[config.mk]
export PLATFORM = sky130hd
export DESIGN_NAME = scpc_top
export DESIGN_NICKNAME = d
export VERILOG_FILES = /design/src/logic/scpc_pkg.sv /design/src/logic/scpc_top.sv
export SDC_FILE = /design/constraint.sdc
export NUM_CORES = 1
export LEC_CHECK = 0
export ABC_CLOCK_PERIOD_IN_PS = 3500
export BUFFER_PORTS_ARGS = -buffer_cell sky130_fd_sc_hd__buf_4
export CORE_ASPECT_RATIO = 0.6
export CORE_MARGIN = 1.5
export CORE_UTILIZATION = 36
export DETAILED_ROUTE_END_ITERATION = 10
export GPL_TIMING_DRIVEN = 0
export HOLD_SLACK_MARGIN = 0.08
export PLACE_DENSITY_LB_ADDON = 0.05
export SLEW_MARGIN = 20
export SYNTH_ARGS = -nofsm -noshare
export SYNTH_HDL_FRONTEND = slang
export SYNTH_SLANG_ARGS = --single-unit
[constraint.sdc]
create_clock -name i_mclk -period 3.5 [get_ports i_mclk]
set_input_delay 0.175 -clock i_mclk [delete_from_list [all_inputs] [get_ports i_mclk]]
set_output_delay 0.175 -clock i_mclk [all_outputs]
set_load 0.02 [all_outputs]
[src/logic/scpc_pkg.sv]
// shared constants and types for the system clock and power control block
`default_nettype none

package scpc_pkg;

    // ------------------------------------------------------------
    // timing
    // ------------------------------------------------------------
    localparam int unsigned CLK_MHZ         = 200;
    localparam int unsigned PLL_SETTLE_US   = 100;
    localparam int unsigned PLL_LOCK_CYCLES = PLL_SETTLE_US * CLK_MHZ;

    // ------------------------------------------------------------
    // sizes
    // ------------------------------------------------------------
    localparam int unsigned N_PERIPH = 8;
    localparam int unsigned N_PDIV   = 3;
    localparam int unsigned N_DIV    = N_PDIV + 1;
    localparam int unsigned DIV_W    = 8;

    // ------------------------------------------------------------
    // source encodings and positions
    // ------------------------------------------------------------
    localparam logic [1:0] SRC_RC     = 2'h0;
    localparam logic [1:0] SRC_SYSOSC = 2'h1;
    localparam logic [1:0] SRC_WDT    = 2'h2;
    localparam logic [1:0] SRC_PLL    = 2'h3;
    localparam logic [1:0] CO_RC      = 2'h0;
    localparam logic [1:0] CO_SYSOSC  = 2'h1;
    localparam logic [1:0] CO_WDT     = 2'h2;
    localparam logic [1:0] CO_MAIN    = 2'h3;
    localparam logic       REF_RC     = 1'h0;
    localparam int unsigned OSC_RC    = 0;
    localparam int unsigned OSC_SYS   = 1;
    localparam int unsigned OSC_WDT   = 2;
    localparam int unsigned OSC_CTL   = 3;

    // ------------------------------------------------------------
    // reset values
    // ------------------------------------------------------------
    localparam logic [1:0]       RST_MAIN_SEL = SRC_RC;
    localparam logic [DIV_W-1:0] RST_DIV      = 8'h01;

    // ------------------------------------------------------------
    // types
    // ------------------------------------------------------------
    typedef struct packed {
        logic [4:0] msel;
        logic [1:0] psel;
    } scpc_pll_cfg_t;

    typedef struct packed {
        logic powered_down;
        logic bypass;
        logic locked;
    } scpc_pll_stat_t;

    typedef struct packed {
        logic [3:0] freqsel;
        logic [4:0] divsel;
    } scpc_wdosc_cfg_t;

    typedef enum logic [1:0] {PWR_RUN, PWR_SLEEP, PWR_DSLEEP, PWR_DPD} scpc_pwr_t;
    typedef enum logic [1:0] {SW_RUN, SW_DRAIN, SW_WAIT} scpc_sw_t;

    localparam scpc_pll_cfg_t RST_PLL_CFG = '{msel: 5'h00, psel: 2'h0};

endpackage

`default_nettype wire

[src/logic/scpc_top.sv]
// system clock generation, clock gating and power-mode control
//
// Notes on behaviour
// - after reset the pll is powered down and bypassed until enabled
// - feedback multiplier takes integer values one to thirty-two
// - post-divider offers divide by two, four, eight or sixteen
// - pll reports lock after a 100 microsecond settle count from enable
// - output pin selector routes rc, system osc, watchdog osc or main clock
// - power-up and deep power-down wake run from the 12 MHz rc oscillator
// - watchdog oscillator can clock the cpu, watchdog timer and output pin
// - watchdog oscillator frequency is programmable from 7.8 kHz to 1.7 MHz
// - three reduced-power states: sleep, deep-sleep, deep power-down
// - programmable divider scales the cpu clock from the main clock
// - one enable per peripheral; clearing it stops that clock entirely
// - some peripherals have their own programmable clock divider
// - sleep gates the core clock; wake only re-enables it
// - in sleep execution halts until reset or interrupt restarts the clock
// - peripheral clocks keep running in sleep
`default_nettype none

module scpc_top
    import scpc_pkg::*;
#(
    parameter int unsigned LOCK_CYCLES = PLL_LOCK_CYCLES
) (
    input  wire logic                              i_mclk,
    input  wire logic                              i_rstn,
    input  wire logic                              i_rc_osc,
    input  wire logic                              i_sys_osc,
    input  wire logic                              i_wdt_osc,
    input  wire logic                              i_ctl_osc,
    input  wire logic                              i_pll_ref_sel,
    input  wire logic                              i_pll_en,
    input  wire scpc_pll_cfg_t                     i_pll_cfg,
    input  wire logic [1:0]                        i_main_sel,
    input  wire logic                              i_main_sel_upd,
    input  wire logic [N_DIV-1:0][DIV_W-1:0]       i_div,
    input  wire logic [1:0]                        i_clock_output_pin_sel,
    input  wire logic [N_PERIPH-1:0]               i_periph_en,
    input  wire scpc_wdosc_cfg_t                   i_wdosc_cfg,
    input  wire logic                              i_pwr_enter,
    input  wire scpc_pwr_t                         i_pwr_mode,
    input  wire logic                              i_irq,
    input  wire logic                              i_wakeup_pin,
    output var  scpc_pll_stat_t                    o_pll_stat,
    output var  scpc_pll_cfg_t                     o_pll_cfg,
    output logic                                   o_main_clk,
    output logic [1:0]                             o_main_src,
    output logic                                   o_cpu_clk,
    output logic [N_PDIV-1:0]                      o_periph_div_clk,
    output var  logic [N_PERIPH-1:0]               o_periph_clk,
    output var  logic                              o_clock_output_pin,
    output var  logic                              o_wdt_clk,
    output var  scpc_wdosc_cfg_t                   o_wdosc_cfg,
    output scpc_pwr_t                              o_pwr_state
);

    localparam int unsigned LW = $clog2(LOCK_CYCLES + 1);

    // ------------------------------------------------------------
    // input synchronisers
    // ------------------------------------------------------------
    logic [3:0]        osc_s1;
    logic [3:0]        osc_s2;
    logic [3:0]        osc_q;
    logic              wake_s1;
    logic              wake_s2;

    always_ff @(posedge i_mclk or negedge i_rstn) begin
        if (!i_rstn) begin
            osc_s1  <= 4'h0;
            osc_s2  <= 4'h0;
            osc_q   <= 4'h0;
            wake_s1 <= 1'b0;
            wake_s2 <= 1'b0;
        end else begin
            osc_s1  <= {i_ctl_osc, i_wdt_osc, i_sys_osc, i_rc_osc};
            osc_s2  <= osc_s1;
            osc_q   <= osc_s2;
            wake_s1 <= i_wakeup_pin;
            wake_s2 <= wake_s1;
        end
    end

    // ------------------------------------------------------------
    // power mode
    // ------------------------------------------------------------
    scpc_pwr_t         pwr;
    logic              dpd_exit;

    assign dpd_exit    = (pwr == PWR_DPD) && wake_s2;
    assign o_pwr_state = pwr;

    always_ff @(posedge i_mclk or negedge i_rstn) begin
        if (!i_rstn) begin
            pwr <= PWR_RUN;
        end else begin
            case (pwr)
                PWR_RUN:    if (i_pwr_enter) pwr <= i_pwr_mode;
                PWR_SLEEP:  if (i_irq) pwr <= PWR_RUN;
                PWR_DSLEEP: if (i_irq || wake_s2) pwr <= PWR_RUN;
                PWR_DPD:    if (wake_s2) pwr <= PWR_RUN;
                default:    pwr <= PWR_RUN;
            endcase
        end
    end

    // ------------------------------------------------------------
    // system pll control
    // ------------------------------------------------------------
    logic              pll_on;
    logic              pll_locked;
    logic [LW-1:0]     lock_cnt;
    logic [3:0]        post_cnt;
    logic              ref_level;
    logic              pll_level;

    always_ff @(posedge i_mclk or negedge i_rstn) begin
        if (!i_rstn) begin
            pll_on <= 1'b0;
        end else begin
            pll_on <= i_pll_en && (pwr != PWR_DPD);
        end
    end

    // five-bit field gives multiplier msel plus one
    always_ff @(posedge i_mclk or negedge i_rstn) begin
        if (!i_rstn) begin
            o_pll_cfg <= RST_PLL_CFG;
        end else if (!pll_on) begin
            o_pll_cfg <= i_pll_cfg;
        end
    end

    always_ff @(posedge i_mclk or negedge i_rstn) begin
        if (!i_rstn) begin
            lock_cnt   <= '0;
            pll_locked <= 1'b0;
        end else if (!pll_on) begin
            lock_cnt   <= '0;
            pll_locked <= 1'b0;
        end else if (lock_cnt == LW'(LOCK_CYCLES - 1)) begin
            pll_locked <= 1'b1;
        end else begin
            lock_cnt <= lock_cnt + LW'(1);
        end
    end

    // synchronous count of control oscillator rising edges, each bit a square wave
    always_ff @(posedge i_mclk or negedge i_rstn) begin
        if (!i_rstn) begin
            post_cnt <= 4'h0;
        end else if (!pll_on) begin
            post_cnt <= 4'h0;
        end else if (osc_s2[OSC_CTL] && !osc_q[OSC_CTL]) begin
            post_cnt <= post_cnt + 4'h1;
        end
    end

    assign ref_level = (i_pll_ref_sel == REF_RC) ? osc_s2[OSC_RC] : osc_s2[OSC_SYS];
    // bypass passes the reference straight through
    assign pll_level = pll_on ? post_cnt[o_pll_cfg.psel] : ref_level;

    always_ff @(posedge i_mclk or negedge i_rstn) begin
        if (!i_rstn) begin
            o_pll_stat <= '{powered_down: 1'b1, bypass: 1'b1, locked: 1'b0};
        end else begin
            o_pll_stat <= '{powered_down: !pll_on, bypass: !pll_on, locked: pll_locked};
        end
    end

    // ------------------------------------------------------------
    // main clock switch
    // ------------------------------------------------------------
    logic [3:0]        src;
    logic [1:0]        req_sel;
    logic [1:0]        act_sel;
    scpc_sw_t          sw;
    logic              main_clk;
    logic              main_q;
    logic              main_rise;
    logic              main_fall;

    assign src = {pll_level, osc_s2[OSC_WDT], osc_s2[OSC_SYS], osc_s2[OSC_RC]};

    // rc oscillator after reset and deep power-down wake
    always_ff @(posedge i_mclk or negedge i_rstn) begin
        if (!i_rstn) begin
            req_sel <= RST_MAIN_SEL;
        end else if (dpd_exit) begin
            req_sel <= SRC_RC;
        end else if (i_main_sel_upd) begin
            req_sel <= i_main_sel;
        end
    end

    // break on old low, make on new low
    always_ff @(posedge i_mclk or negedge i_rstn) begin
        if (!i_rstn) begin
            sw       <= SW_RUN;
            act_sel  <= RST_MAIN_SEL;
            main_clk <= 1'b0;
        end else begin
            case (sw)
                SW_RUN: begin
                    main_clk <= src[act_sel];
                    // a switch to the pll only starts once it has locked
                    if (req_sel != act_sel && (req_sel != SRC_PLL || pll_locked)) begin
                        sw <= SW_DRAIN;
                    end
                end
                SW_DRAIN: begin
                    main_clk <= src[act_sel];
                    if (!src[act_sel]) sw <= SW_WAIT;
                end
                SW_WAIT: begin
                    main_clk <= 1'b0;
                    if (!src[req_sel]) begin
                        act_sel <= req_sel;
                        sw      <= SW_RUN;
                    end
                end
                default: begin
                    main_clk <= 1'b0;
                    sw       <= SW_RUN;
                end
            endcase
        end
    end

    always_ff @(posedge i_mclk or negedge i_rstn) begin
        if (!i_rstn) begin
            main_q <= 1'b0;
        end else begin
            main_q <= main_clk;
        end
    end

    assign main_rise  = main_clk && !main_q;
    assign main_fall  = !main_clk && main_q;
    assign o_main_clk = main_clk;
    assign o_main_src = act_sel;

    // ------------------------------------------------------------
    // cpu and peripheral dividers (index 0 is the cpu)
    // ------------------------------------------------------------
    logic [N_DIV-1:0]  div_clk;
    logic [N_DIV-1:0]  div_gate;

    // cpu stops in any low-power mode, peripherals only in deep ones
    assign div_gate[0] = (pwr != PWR_RUN);
    for (genvar k = 1; k < N_DIV; k++) begin : g_pgate
        assign div_gate[k] = (pwr == PWR_DSLEEP) || (pwr == PWR_DPD);
    end

    for (genvar k = 0; k < N_DIV; k++) begin : g_div
        logic [DIV_W-1:0] cnt;
        logic [DIV_W-1:0] val;
        logic             clk;

        // ratio and gate sampled only at a period boundary
        always_ff @(posedge i_mclk or negedge i_rstn) begin
            if (!i_rstn) begin
                cnt <= '0;
                val <= RST_DIV;
                clk <= 1'b0;
            end else if (main_rise) begin
                if (val == '0 || cnt >= val - DIV_W'(1)) begin
                    cnt <= '0;
                    val <= i_div[k];
                    clk <= (i_div[k] != '0) && !div_gate[k];
                end else begin
                    cnt <= cnt + DIV_W'(1);
                    if (cnt + DIV_W'(1) == (val >> 1)) clk <= 1'b0;
                end
            end else if (main_fall && val == DIV_W'(1)) begin
                clk <= 1'b0;
            end
        end

        assign div_clk[k] = clk;
    end

    assign o_cpu_clk        = div_clk[0];
    assign o_periph_div_clk = div_clk[N_DIV-1:1];

    // ------------------------------------------------------------
    // peripheral clock gates
    // ------------------------------------------------------------
    logic [N_PERIPH-1:0] pen_q;

    // enables change only while main clock is low
    always_ff @(posedge i_mclk or negedge i_rstn) begin
        if (!i_rstn) begin
            pen_q <= '0;
        end else if (!main_clk) begin
            pen_q <= i_periph_en & {N_PERIPH{pwr == PWR_RUN || pwr == PWR_SLEEP}};
        end
    end

    always_ff @(posedge i_mclk or negedge i_rstn) begin
        if (!i_rstn) begin
            o_periph_clk <= '0;
        end else begin
            o_periph_clk <= {N_PERIPH{main_clk}} & pen_q;
        end
    end

    // ------------------------------------------------------------
    // clock output pin and watchdog oscillator
    // ------------------------------------------------------------
    // four-way output selector
    always_ff @(posedge i_mclk or negedge i_rstn) begin
        if (!i_rstn) begin
            o_clock_output_pin <= 1'b0;
        end else begin
            case (i_clock_output_pin_sel)
                CO_RC:     o_clock_output_pin <= osc_s2[OSC_RC];
                CO_SYSOSC: o_clock_output_pin <= osc_s2[OSC_SYS];
                CO_WDT:    o_clock_output_pin <= osc_s2[OSC_WDT];
                CO_MAIN:   o_clock_output_pin <= main_clk;
                default:   o_clock_output_pin <= 1'b0;
            endcase
        end
    end

    // watchdog timer clock and oscillator trim
    always_ff @(posedge i_mclk or negedge i_rstn) begin
        if (!i_rstn) begin
            o_wdt_clk   <= 1'b0;
            o_wdosc_cfg <= '0;
        end else begin
            o_wdt_clk   <= osc_s2[OSC_WDT];
            o_wdosc_cfg <= i_wdosc_cfg;
        end
    end

endmodule

`default_nettype wire

# After elaboration in Yosys (flattened, before gate mapping)
# Cells that the tools add are included.
# op_classes
add_sub_neg	10
n_lt_le_gt_ge	7
eq_ne	34
n_mux	47
bitwise_logic	3
reduce_logical	57
# ops
cell	count
8-bit by 1-bit adder with 8-bit output (second input constant)	4
8-bit by 1-bit equality test with 1-bit output (second input constant)	4
8-bit by 7-bit equality test with 1-bit output	4
8-bit greater-or-equal comparator	4
8-bit zero test	4
8-bit two-way mux	4
8-bit nonzero test	4
8-bit by 1-bit subtractor with 8-bit output (second input constant)	4
15-bit two-way mux	2
1-bit two-way mux	24
2-bit inequality test (second input constant)	10
2-bit two-way mux	9
2-bit AND reduction	9
8-bit AND	2
15-bit by 1-bit adder with 15-bit output (second input constant)	1
15-bit equality test (second input constant)	1
1-bit logical AND	14
3-bit by 1-bit inequality test with 1-bit output (second input constant)	4
2-bit nonzero test	6
2-bit equality test (second input constant)	5
2-bit by 3-bit less-than comparator with 1-bit output (second input constant)	3
1-bit logical OR	8
4-bit two-way mux	2
2-bit one-hot mux with 4 select lines	1
13 further kinds	25
# totals
ff_bits	149
inputBits	74
out_inout_bits	38
word_cells	195

# Longest topological paths before layout
# Gate-level depths: netlist of run 1.
# depth
depth_word	7
ltp_mapped	13
ltp_nobuf	12

# Worst setup path after synthesis of run 1
# OpenSTA, ideal clock, no wires.
# synth_path
kind	register to register
from	register g_div[3].val[1]
to	register g_div[3].val[2]
setup_time_ns	0.128
arrival_ns	2.823
required_ns	3.372
path_slack_ns	0.549
path_stages_with_launch	13
path_buffers	1
cell_sequence	dfrtp_1 inv_1 ha_1 nor3b_1 nand2_1 xor2_1 ha_1 o21a_1 a221oi_2 o31ai_2 and2_1 buf_4 mux2_1
# synth_via
elab_chain_cells	4
# synth_rtl
element	line	rtl
from (decl)	scpc_top.sv:258	logic [DIV_W-1:0] val;
from (signal assigned)	scpc_top.sv:270	val <= i_div[k];
8-bit by 1-bit subtractor with 8-bit output	scpc_top.sv:268	if (val == '0 || cnt >= val - DIV_W'(1)) begin
8-bit greater-or-equal comparator	scpc_top.sv:268	
1-bit logical OR *	scpc_top.sv:268	
2-bit AND reduction (no source line) *	n/a	
# Every way passes the cells marked *; elsewhere a longest branch is shown, timed or not.
# A chain may end at the register's enable or synchronous reset.

# Worst setup path in the final report of run 1
# layout_path
from	register g_div[3].val[1]
to	register g_div[3].val[6]
# The elaborated chain is that of the path after synthesis.

==> results of run 1 <==
cells in the final DEF, fill, tap and decap left out, drive strengths merged, types with 26 or more instances in the layout:
cell and n:
buf 128, clkbuf 44, dfrtp 141, dlygate4sd3 72, ha 46, inv 29, mux2 34, nand2 53
nand3 26, nor2 57, o21ai 56, xnor2 47
through the flow:
stage / setup WS, ns / hold WS (ns) / std cells
after floorplan: 0.549 / -0.121 / 797
after global placement: 0.0818 / 0.284 / 1194
after detailed placement: 0.0526 / 0.154 / 1195
after CTS: 0.0430 / 0.106 / 1299
after global routing: 0.123 / 0.143 / 1300
final: 0.312 / 0.134 / 1300
kinds of logic after synthesis:
family                   count (synthesis)  share of synthesized area
AND/OR/NAND/NOR                        260                      0.166
flip-flops                             146                      0.452
adder cells (fa/ha/maj)                 46                     0.0711
buffers and inverters                   67                     0.0351
XOR/XNOR                                72                     0.0779
multiplexers                            45                     0.0671
AO/OA/AOI/OAI                          161                      0.130
area by class of cell:
class,count,area (um^2),area share
Multi-Input combinational cell,584,4160,0.391
Sequential cell,146,3660,0.344
Timing Repair Buffer,185,1600,0.150
Clock buffer,17,425,0.0400
Tap cell,286,358,0.0336
Buffer,42,190,0.0179
Clock inverter,15,159,0.0149
Inverter,25,93.8,0.00882
sequential cells by signal (all words and copies together) (netlist names), 2 cells and up:
name	cells
lock_cnt	15
o_periph_clk	8
o_wdosc_cfg	9
g_div.val	32
osc_q	2
o_pll_stat	2
osc_s2	4
osc_s1	4
sw	2
req_sel	2
g_div.clk	3
post_cnt	4
o_main_src	2
o_pll_cfg	7
g_div.cnt	32
o_pwr_state	2
pen_q	8
timing repair:
item,4_1_cts,5_1_grt
gates resized for setup,0,2
hold buffers,72,0
endpoints found under the setup margin,0,13
hold endpoints to repair,129,0
setup buffers,0,1
how the worst min path moves through the flow:
stage,start,end,cells after the start,slack [ns]
2_1_floorplan,i_rstn,g_div[0].cnt[0]$_DFFE_PN0P_,0,-0.12
3_3_place_gp,i_wdosc_cfg[3],o_wdosc_cfg[3]$_DFF_PN0_,1,0.28
3_5_place_dp,i_rstn,g_div[2].val[5]$_DFFE_PN0P_,1,0.15
4_1_cts,i_irq,o_pwr_state[0]$_DFFE_PN0P_,4,0.11
5_1_grt,i_irq,o_pwr_state[0]$_DFFE_PN0P_,4,0.14
6_report,i_irq,o_pwr_state[0]$_DFFE_PN0P_,4,0.13
power groups by stage:
stage / registers [mW] / logic [mW] / clock network, mW
2_1_floorplan: 2.59 / 2.55 / 0
3_3_place_gp: 2.62 / 3.52 / 0
3_5_place_dp: 2.64 / 3.62 / 0
4_1_cts: 2.62 / 3.71 / 1.89
5_1_grt: 2.69 / 4.19 / 1.97
6_report: 2.62 / 3.73 / 1.83
worst register-to-register path, delay by kind of cell, from the launching register on:
family	cells	cell delay, ns
DFF	1	0.42
AOI/OAI and AO/OA	3	0.72
and+or+nand+nor	3	0.61
adders and majority gates	2	0.52
xor gates and xnor gates	1	0.16
buffers and inverters	2	0.31
muxes	1	0.33
per-layer routing:
| layer | global-route usage | vias up | wire (um) |
|---|---|---|---|
| met5 | 0 | - | 0 |
| met4 | 0.0476 | 0 | 154 |
| met3 | 0.0487 | 11 | 1090 |
| met2 | 0.275 | 153 | 8950 |
| met1 | 0.289 | 3267 | 11300 |
| li1 | - | 3270 | - |
==> metrics, run 1 <==
gr ovfl total 0; Netlist Area Pre-Place 8090 um^2; Max Cap Viol 0; Die Width 197 um; Synth area leaders dfrtp_1, ha_1, xnor2_1, mux2_1, xor2_1; Largest stage delay, worst path 0.42 ns; net count after synthesis 917; Gate power share 0.456; critical path type flop to flop; Die Ht 119 um; Worst Hold Class input pin to flop; Total Power 8.18 mW; Fin Setup TNS 0 ns; post-route design area 10600 um^2; DR WL/cell 16.5 um; Boundary Pins 112; Pwr Density 769 nW/um^2; Avg Inst Size Synth 10.2 um^2; CP required 3.80 ns; placed wire-length estimate 15600 um; cell-internal power 4.86 mW; CTS tree yes; Worst Setup Start Kind flop; Crit. End Element flop; most frequent cell after synthesis dfrtp_1; initial antenna violation count 0; Static Leak 4.73 nW; share of the synthesized area in the top cell type 0.436; Pre-antenna DRT Iters 5; ys flop type dfrtp_1; Initial Util 0.367; CP startpoint g_div[3].val[1]$_DFFE_PN0P_; CP bufs+invs 2; H-tree Lvls 4; Clock power frac 0.224; Sink Count 146; worst-margin pin slew 0.797 ns; Placed Area 9320 um^2; routed wire length 21500 um; cell family with most CP delay compound AO/OA/AOI/OAI gates; status finished clean; FF-to-FF Start g_div[3].val[1]$_DFFE_PN0P_; first-pass GRT wire length 35200 um; diode count 0; Clk Latency, worst-skew pair 0.43 ns; Slowest cell on crit path dfrtp_1; async set or reset register ratio after synthesis 1.00; Final nets 1121; gpl congestion 0.891; Core Rows 42; CP arrival 3.49 ns; Max Fclk 314 MHz; reg2reg setup slack 0.31 ns; Area Overhead vs Synth 31.5%; CTS Buffer Depth 2; remaining design rule violation count 0; post-route ant nets 0; largest area contributor in the netlist dfrtp_1; Fin. Hold Viols 0; RSZ-0062 raised after global routing no; routed vias 6701; initial DRC count 419; fin util 0.482; CP max FO 10; Post-synth EDFFs 0; Peak VDD IR 0.373 mV; sequential share of the synthesized area 0.452; die footprint 23400 um^2; R2R Path End g_div[3].val[6]$_DFFE_PN0P_; part of the power in registers 0.320; clock transition at the registers of the reported paths 0.06 ns; Final Slew Violations 0; Max-slew headroom 0.469; Num CTS Buffers 17; Syn. warnings 0; net switching power figure 3.32 mW; Syn Inst Count 797; Clock Root Buffer clkbuf_16; vias in the first global route 6744; CP Cell Sequence inv_1 -> ha_1 -> nor3b_2 -> nand2_1 -> xor2_1 -> ha_1 -> o21a_1 -> a221oi_2 -> o31ai_4 -> and2_1 -> buf_4 -> mux2_1; sw frac 0.406; #FFs+latches synth 146; Distinct cells, synth 69; vias per cell 5.15; synth cell count leaders dfrtp_1, nor2_1, nand2_1; crit share post-route 0.911; Most Frequent Cell on Critical Path ha_1; Core ar. 22100 um^2; # fillers 2059; clk_skew 0.00828 ns; Setup Viol. Count Final 0; reg2reg path depth 12; Critical Path Sink g_div[3].val[6]$_DFFE_PN0P_; Port Buf Inserts 111; layout cell share with drive strength beyond 1 0.190; GR Util All Layers 0.193; CP Depth 12; largest net degree at the start of global routing 85; minimum clock period after layout 3.19 ns
Power figures use the tool's default switching activity.
==> run 2: changes to the inputs <==
ABC_CLOCK_PERIOD_IN_PS = 3300   (was 3500)
clock period = 3.3 ns   (was 3.5 ns; I/O delays follow)
==> metrics, run 2 (synthesized netlist as in run 1, its figures left out) <==
status finished clean (unchanged); post-route ant nets 0 (unchanged); Final nets 1122 (was 1121); vias per cell 5.14 (was 5.15); Core ar. 22100 um^2 (unchanged); first-pass GRT wire length 35300 um (was 35200 um); Worst Hold Class input pin to flop (unchanged); Area Overhead vs Synth 31.7% (was 31.5%); Peak VDD IR 0.395 mV (was 0.373 mV); Setup WS post-layout 0.157 ns (was 0.312 ns); Worst Setup Start Kind flop (unchanged); clock transition at the registers of the reported paths 0.06 ns (about the same); part of the power in registers 0.320 (about the same); sw frac 0.407 (was 0.406); commonest non-fill, non-tap cell in the layout dfrtp_1 (unchanged); placed cells 1195 (unchanged); CTS Buffer Depth 2 (unchanged); minimum clock period after layout 3.14 ns (was 3.19 ns); most frequent cells in the layout dfrtp_1, buf_4, dlygate4sd3_1 (unchanged); worst-margin pin slew 0.805 ns (was 0.797 ns); Clock Root Buffer clkbuf_16 (unchanged); Static Leak 4.74 nW (was 4.73 nW); Max Fclk 318 MHz (was 314 MHz); Port Buf Inserts 111 (unchanged); vias in the first global route 6747 (was 6744); post-route insts no fill 1301 (was 1300); Setup Viol. Count Final 0 (unchanged); Final Slew Violations 0 (unchanged); Gate power share 0.457 (was 0.456); Num CTS Buffers 17 (unchanged); routed wire length 21500 um (about the same); Sink Count 146 (unchanged); Fin Setup TNS 0 ns (unchanged); routed vias 6685 (was 6701); CP arrival 3.45 ns (was 3.49 ns); RSZ-0062 raised after global routing no (unchanged); Total Power 8.70 mW (was 8.18 mW); Pwr Density 816 nW/um^2 (was 769 nW/um^2); Crit. End Element flop (unchanged); Pre-antenna DRT Iters 4 (was 5); CP required 3.60 ns (was 3.80 ns); largest net degree at the start of global routing 85 (unchanged); critical path type flop to flop (unchanged); Clock power frac 0.224 (about the same); Top Registers g_div.cnt x32, g_div.val x32, lock_cnt x15 (unchanged); GR Util All Layers 0.193 (about the same); CTS tree yes (unchanged); clk_skew 0.00847 ns (was 0.00828 ns); Max Cap Viol 0 (unchanged); net switching power figure 3.54 mW (was 3.32 mW); remaining design rule violation count 0 (unchanged); gr ovfl total 0 (unchanged); CP max FO 10 (unchanged); diode count 0 (unchanged); initial DRC count 422 (was 419); initial antenna violation count 0 (unchanged); cell-internal power 5.16 mW (was 4.86 mW); Initial Util 0.367 (unchanged); Die Width 197 um (unchanged); Max-slew headroom 0.463 (was 0.469); H-tree Lvls 4 (unchanged); Clk Latency, worst-skew pair 0.43 ns (about the same); placed wire-length estimate 15600 um (unchanged); Core Rows 42 (unchanged); gpl congestion 0.891 (unchanged); DR WL/cell 16.5 um (about the same); die footprint 23400 um^2 (unchanged); Die Ht 119 um (unchanged); worst slack at placement -0.147 ns (was 0.0526 ns); crit share post-route 0.953 (was 0.911); # fillers 2060 (was 2059); Boundary Pins 112 (unchanged); layout cell share with drive strength beyond 1 0.191 (was 0.190); Fin. Hold Viols 0 (unchanged)
## run 2: repair_timing
action / 4_1_cts / 5_1_grt
cloned: 0 / 0
resized for setup: 2 / 2
pin swaps: 0 / 2
setup endpoints to repair: 7 / 11
hold endpoints to repair: 129 / 0
buffers inserted: 0 / 2
hold buffers: 72 / 0
## run 2: worst paths after layout
kind / start / endpoint / slack, ns / depth (start not counted)
max reg2reg: g_div[3].val[1]$_DFFE_PN0P_ / g_div[3].val[6]$_DFFE_PN0P_ / 0.16 / 12
max in group asynchronous: i_rstn / o_pll_stat[1]$_DFF_PN1_ / 2.22 / 3
min in group asynchronous: i_rstn / g_div[2].val[7]$_DFFE_PN0P_ / 0.25 / 2
min: i_irq / o_pwr_state[0]$_DFFE_PN0P_ / 0.12 / 4
min reg2reg: osc_s1[3]$_DFF_PN0_ / osc_s2[3]$_DFF_PN0_ / 0.35 / 0
max: g_div[3].val[1]$_DFFE_PN0P_ / g_div[3].val[6]$_DFFE_PN0P_ / 0.16 / 12
## run 2: area by class of cell
class / instances / area (um^2) / share of cell area
inverter: 25 / 93.8 / 0.00880
sequential: 146 / 3660 / 0.343
clock inverter: 15 / 159 / 0.0149
clock buffer: 17 / 425 / 0.0399
timing repair buffer: 186 / 1600 / 0.151
multi-input combinational: 584 / 4170 / 0.391
buffer: 42 / 190 / 0.0178
tap: 286 / 358 / 0.0336
## run 2: power groups by stage
stage	Combinational, mW	Clock, mW	Sequential (mW)
2_1_floorplan	2.71	0	2.74
3_3_place_gp	3.73	0	2.78
3_5_place_dp	3.84	0	2.80
4_1_cts	3.96	2.01	2.78
5_1_grt	4.45	2.09	2.85
6_report	3.97	1.95	2.78
## run 2: layer usage
| layer | GRT usage | part of all wire | vias to the layer above | wire [um] |
|---|---|---|---|---|
| met5 | 0 | 0 | - | 0 |
| met4 | 0.0476 | 0.0078 | 0 | 167 |
| met3 | 0.0487 | 0.042 | 13 | 905 |
| met2 | 0.276 | 0.42 | 140 | 8960 |
| met1 | 0.289 | 0.53 | 3260 | 11500 |
| li1 | - | - | 3272 | - |
## run 2: critical path, cell delays in order (launching register included)
cell	delay, ns
dfrtp_1	0.42
inv_1	0.14
ha_1	0.21
nor3b_4	0.27
nand2_1	0.10
xor2_1	0.15
ha_1	0.31
o21a_1	0.19
a221oi_2	0.34
o31ai_4	0.19
and2_1	0.20
buf_4	0.17
mux2_1	0.33
## run 2: stage by stage
step	utilization	area (um^2)	hold slack, ns
6_report	0.483	10700	0.125
5_1_grt	0.483	10700	0.133
4_1_cts	0.482	10600	0.0960
3_5_place_dp	0.422	9320	0.144
3_3_place_gp	0.421	9280	0.274
2_1_floorplan	-	8090	-0.131
==> run 3: changes to the inputs <==
BUFFER_PORTS_ARGS = unset   (was -buffer_cell sky130_fd_sc_hd__buf_4)
DONT_BUFFER_PORTS = 1   (was unset)
RECOVER_POWER = 100   (was unset)
==> metrics, run 3 (synthesized netlist as in run 1, its figures left out) <==
placed wire-length estimate 14700 um (was 15600 um); Die Width 197 um (unchanged); CP arrival 3.41 ns (was 3.45 ns); remaining design rule violation count 0 (unchanged); diode count 0 (unchanged); Max-slew headroom 0.429 (was 0.463); Boundary Pins 112 (unchanged); CTS Buffer Depth 2 (unchanged); met1 Use GR 0.286 (was 0.289); clock transition at the registers of the reported paths 0.06 ns (about the same); GR Util All Layers 0.186 (was 0.193); placed cells 1083 (was 1195); Worst Setup Start Kind flop (unchanged); worst hold slack -0.573 ns (was 0.125 ns); clk_skew 0.00876 ns (was 0.00847 ns); largest net degree at the start of global routing 147 (was 85); Num CTS Buffers 17 (unchanged); Total Power 8.39 mW (was 8.70 mW); status complete, but fails checks (was finished clean); Initial Util 0.367 (unchanged); CTS tree yes (unchanged); gpl congestion 0.873 (was 0.891); most frequent cells in the layout dfrtp_1, dlygate4sd3_1, nor2_1 (was dfrtp_1, buf_4, dlygate4sd3_1); Peak VDD IR 0.443 mV (was 0.395 mV); critical path type flop to flop (unchanged); DR WL/cell 17.4 um (was 16.5 um); Core Rows 42 (unchanged); Max Cap Viol 0 (unchanged); RSZ-0062 raised after global routing no (unchanged); Area Overhead vs Synth 20.7% (was 31.7%); CP max FO 10 (unchanged); M2 GR Usage 0.259 (was 0.276); die footprint 23400 um^2 (unchanged); Setup Viol. Count Final 0 (unchanged); Static Leak 4.16 nW (was 4.74 nW); Max Fclk 322 MHz (was 318 MHz); Final Slew Violations 0 (unchanged); worst slack at placement -0.130 ns (was -0.147 ns); reg2reg path depth 12 (unchanged); vias in the first global route 6183 (was 6747); CP required 3.60 ns (about the same); crit share post-route 0.940 (was 0.953); initial antenna violation count 0 (unchanged); routed vias 6299 (was 6685); Sink Count 146 (unchanged); worst-margin pin slew 0.857 ns (was 0.805 ns); fin util 0.443 (was 0.483); post-cts hold buffer count 72 (unchanged); # fillers 2100 (was 2060); post-route ant nets 0 (unchanged); H-tree Lvls 4 (unchanged); Clk Latency, worst-skew pair 0.43 ns (about the same); vias per cell 5.28 (was 5.14); initial DRC count 327 (was 422); gr ovfl total 0 (unchanged); Fin. Hold Viols 146 (was 0); Port Buf Inserts 0 (was 111); routed wire length 20700 um (was 21500 um); layout cell share with drive strength beyond 1 0.0751 (was 0.191); Clock Root Buffer clkbuf_16 (unchanged); Pre-antenna DRT Iters 5 (was 4); minimum clock period after layout 3.10 ns (was 3.14 ns); Pwr Density 859 nW/um^2 (was 816 nW/um^2); Worst Hold Class input pin to asynchronous set/reset pin (was input pin to flop); Setup WS post-layout 0.198 ns (was 0.157 ns); Crit. End Element flop (unchanged); Final nets 1013 (was 1122); Core ar. 22100 um^2 (unchanged); first-pass GRT wire length 33800 um (was 35300 um); met3 usage 0.0425 (was 0.0487); Top Registers g_div.cnt x32, g_div.val x32, lock_cnt x15 (unchanged); violations in the final reports negative hold slack; Die Ht 119 um (unchanged); commonest non-fill, non-tap cell in the layout dfrtp_1 (unchanged); post-route insts no fill 1192 (was 1301); GRT Max-Usage Layer met1 (unchanged)
-- run 3: path summary, 6_finish.rpt --
| path | start | end | slack (ns) |
|---|---|---|---|
| max | g_div[3].val[0]$_DFFE_PN1P_ | g_div[3].val[6]$_DFFE_PN0P_ | 0.20 |
| max in group asynchronous | i_rstn | o_pll_stat[1]$_DFF_PN1_ | 3.59 |
| min | i_rstn | g_div[2].val[5]$_DFFE_PN0P_ | -0.57 |
| min in group i_mclk | i_div[14] | g_div[1].clk$_DFFE_PN0P_ | 0.20 |
| min reg2reg | wake_s1$_DFF_PN0_ | wake_s2$_DFF_PN0_ | 0.36 |
| max reg2reg | g_div[3].val[0]$_DFFE_PN1P_ | g_div[3].val[6]$_DFFE_PN0P_ | 0.20 |
-- run 3: repair_timing --
action                                 in CTS  in global routing
buffers inserted                            0                  5
endpoints found under the hold margin     213                146
gates resized for setup                     2                  1
pin swaps                                   0                  3
setup endpoints to repair                   8                 21
-- run 3: where the power goes --
part	leakage, nW	internal, mW	switching, mW
Combinational	2.06	1.56	2.00
Sequential	1.83	2.29	0.605
Clock	0.278	1.13	0.814
Total	4.16	4.97	3.42
-- run 3: critical path, cell delays in order, from the launching register on --
cell	delay (ns)
dfstp_2	0.55
inv_1	0.08
ha_1	0.24
nor3b_4	0.17
buf_4	0.14
xnor2_1	0.13
ha_1	0.18
a211o_1	0.26
a221oi_2	0.32
o31ai_4	0.19
and2_0	0.20
buf_4	0.18
mux2_1	0.32
-- run 3: area by class of cell --
cell class / count / area, um^2 / area share
multi-input combinational: 584 / 4140 / 0.424
sequential: 146 / 3660 / 0.375
timing repair buffer: 77 / 758 / 0.0776
clock buffer: 19 / 433 / 0.0443
tap: 286 / 358 / 0.0366
buffer: 42 / 171 / 0.0175
clock inverter: 13 / 154 / 0.0158
inverter: 25 / 93.8 / 0.00961
-- run 3: stage by stage --
stage | TNS (ns) | instance area, um^2 | hold slack, ns
after floorplan | 0 | 8090 | -0.131
after CTS | 0 | 9770 | -0.596
final | 0 | 9770 | -0.573
after global routing | 0 | 9770 | -0.597
after global placement | -0.842 | 8450 | -0.127
after detailed placement | -0.717 | 8450 | -0.127
-- run 3: per-layer routing --
metal  vias up  part of all wire
li1       3056                 -
met1      3093              0.53
met2       131              0.42
met3        19             0.045
met4         0            0.0077
met5         -                 0
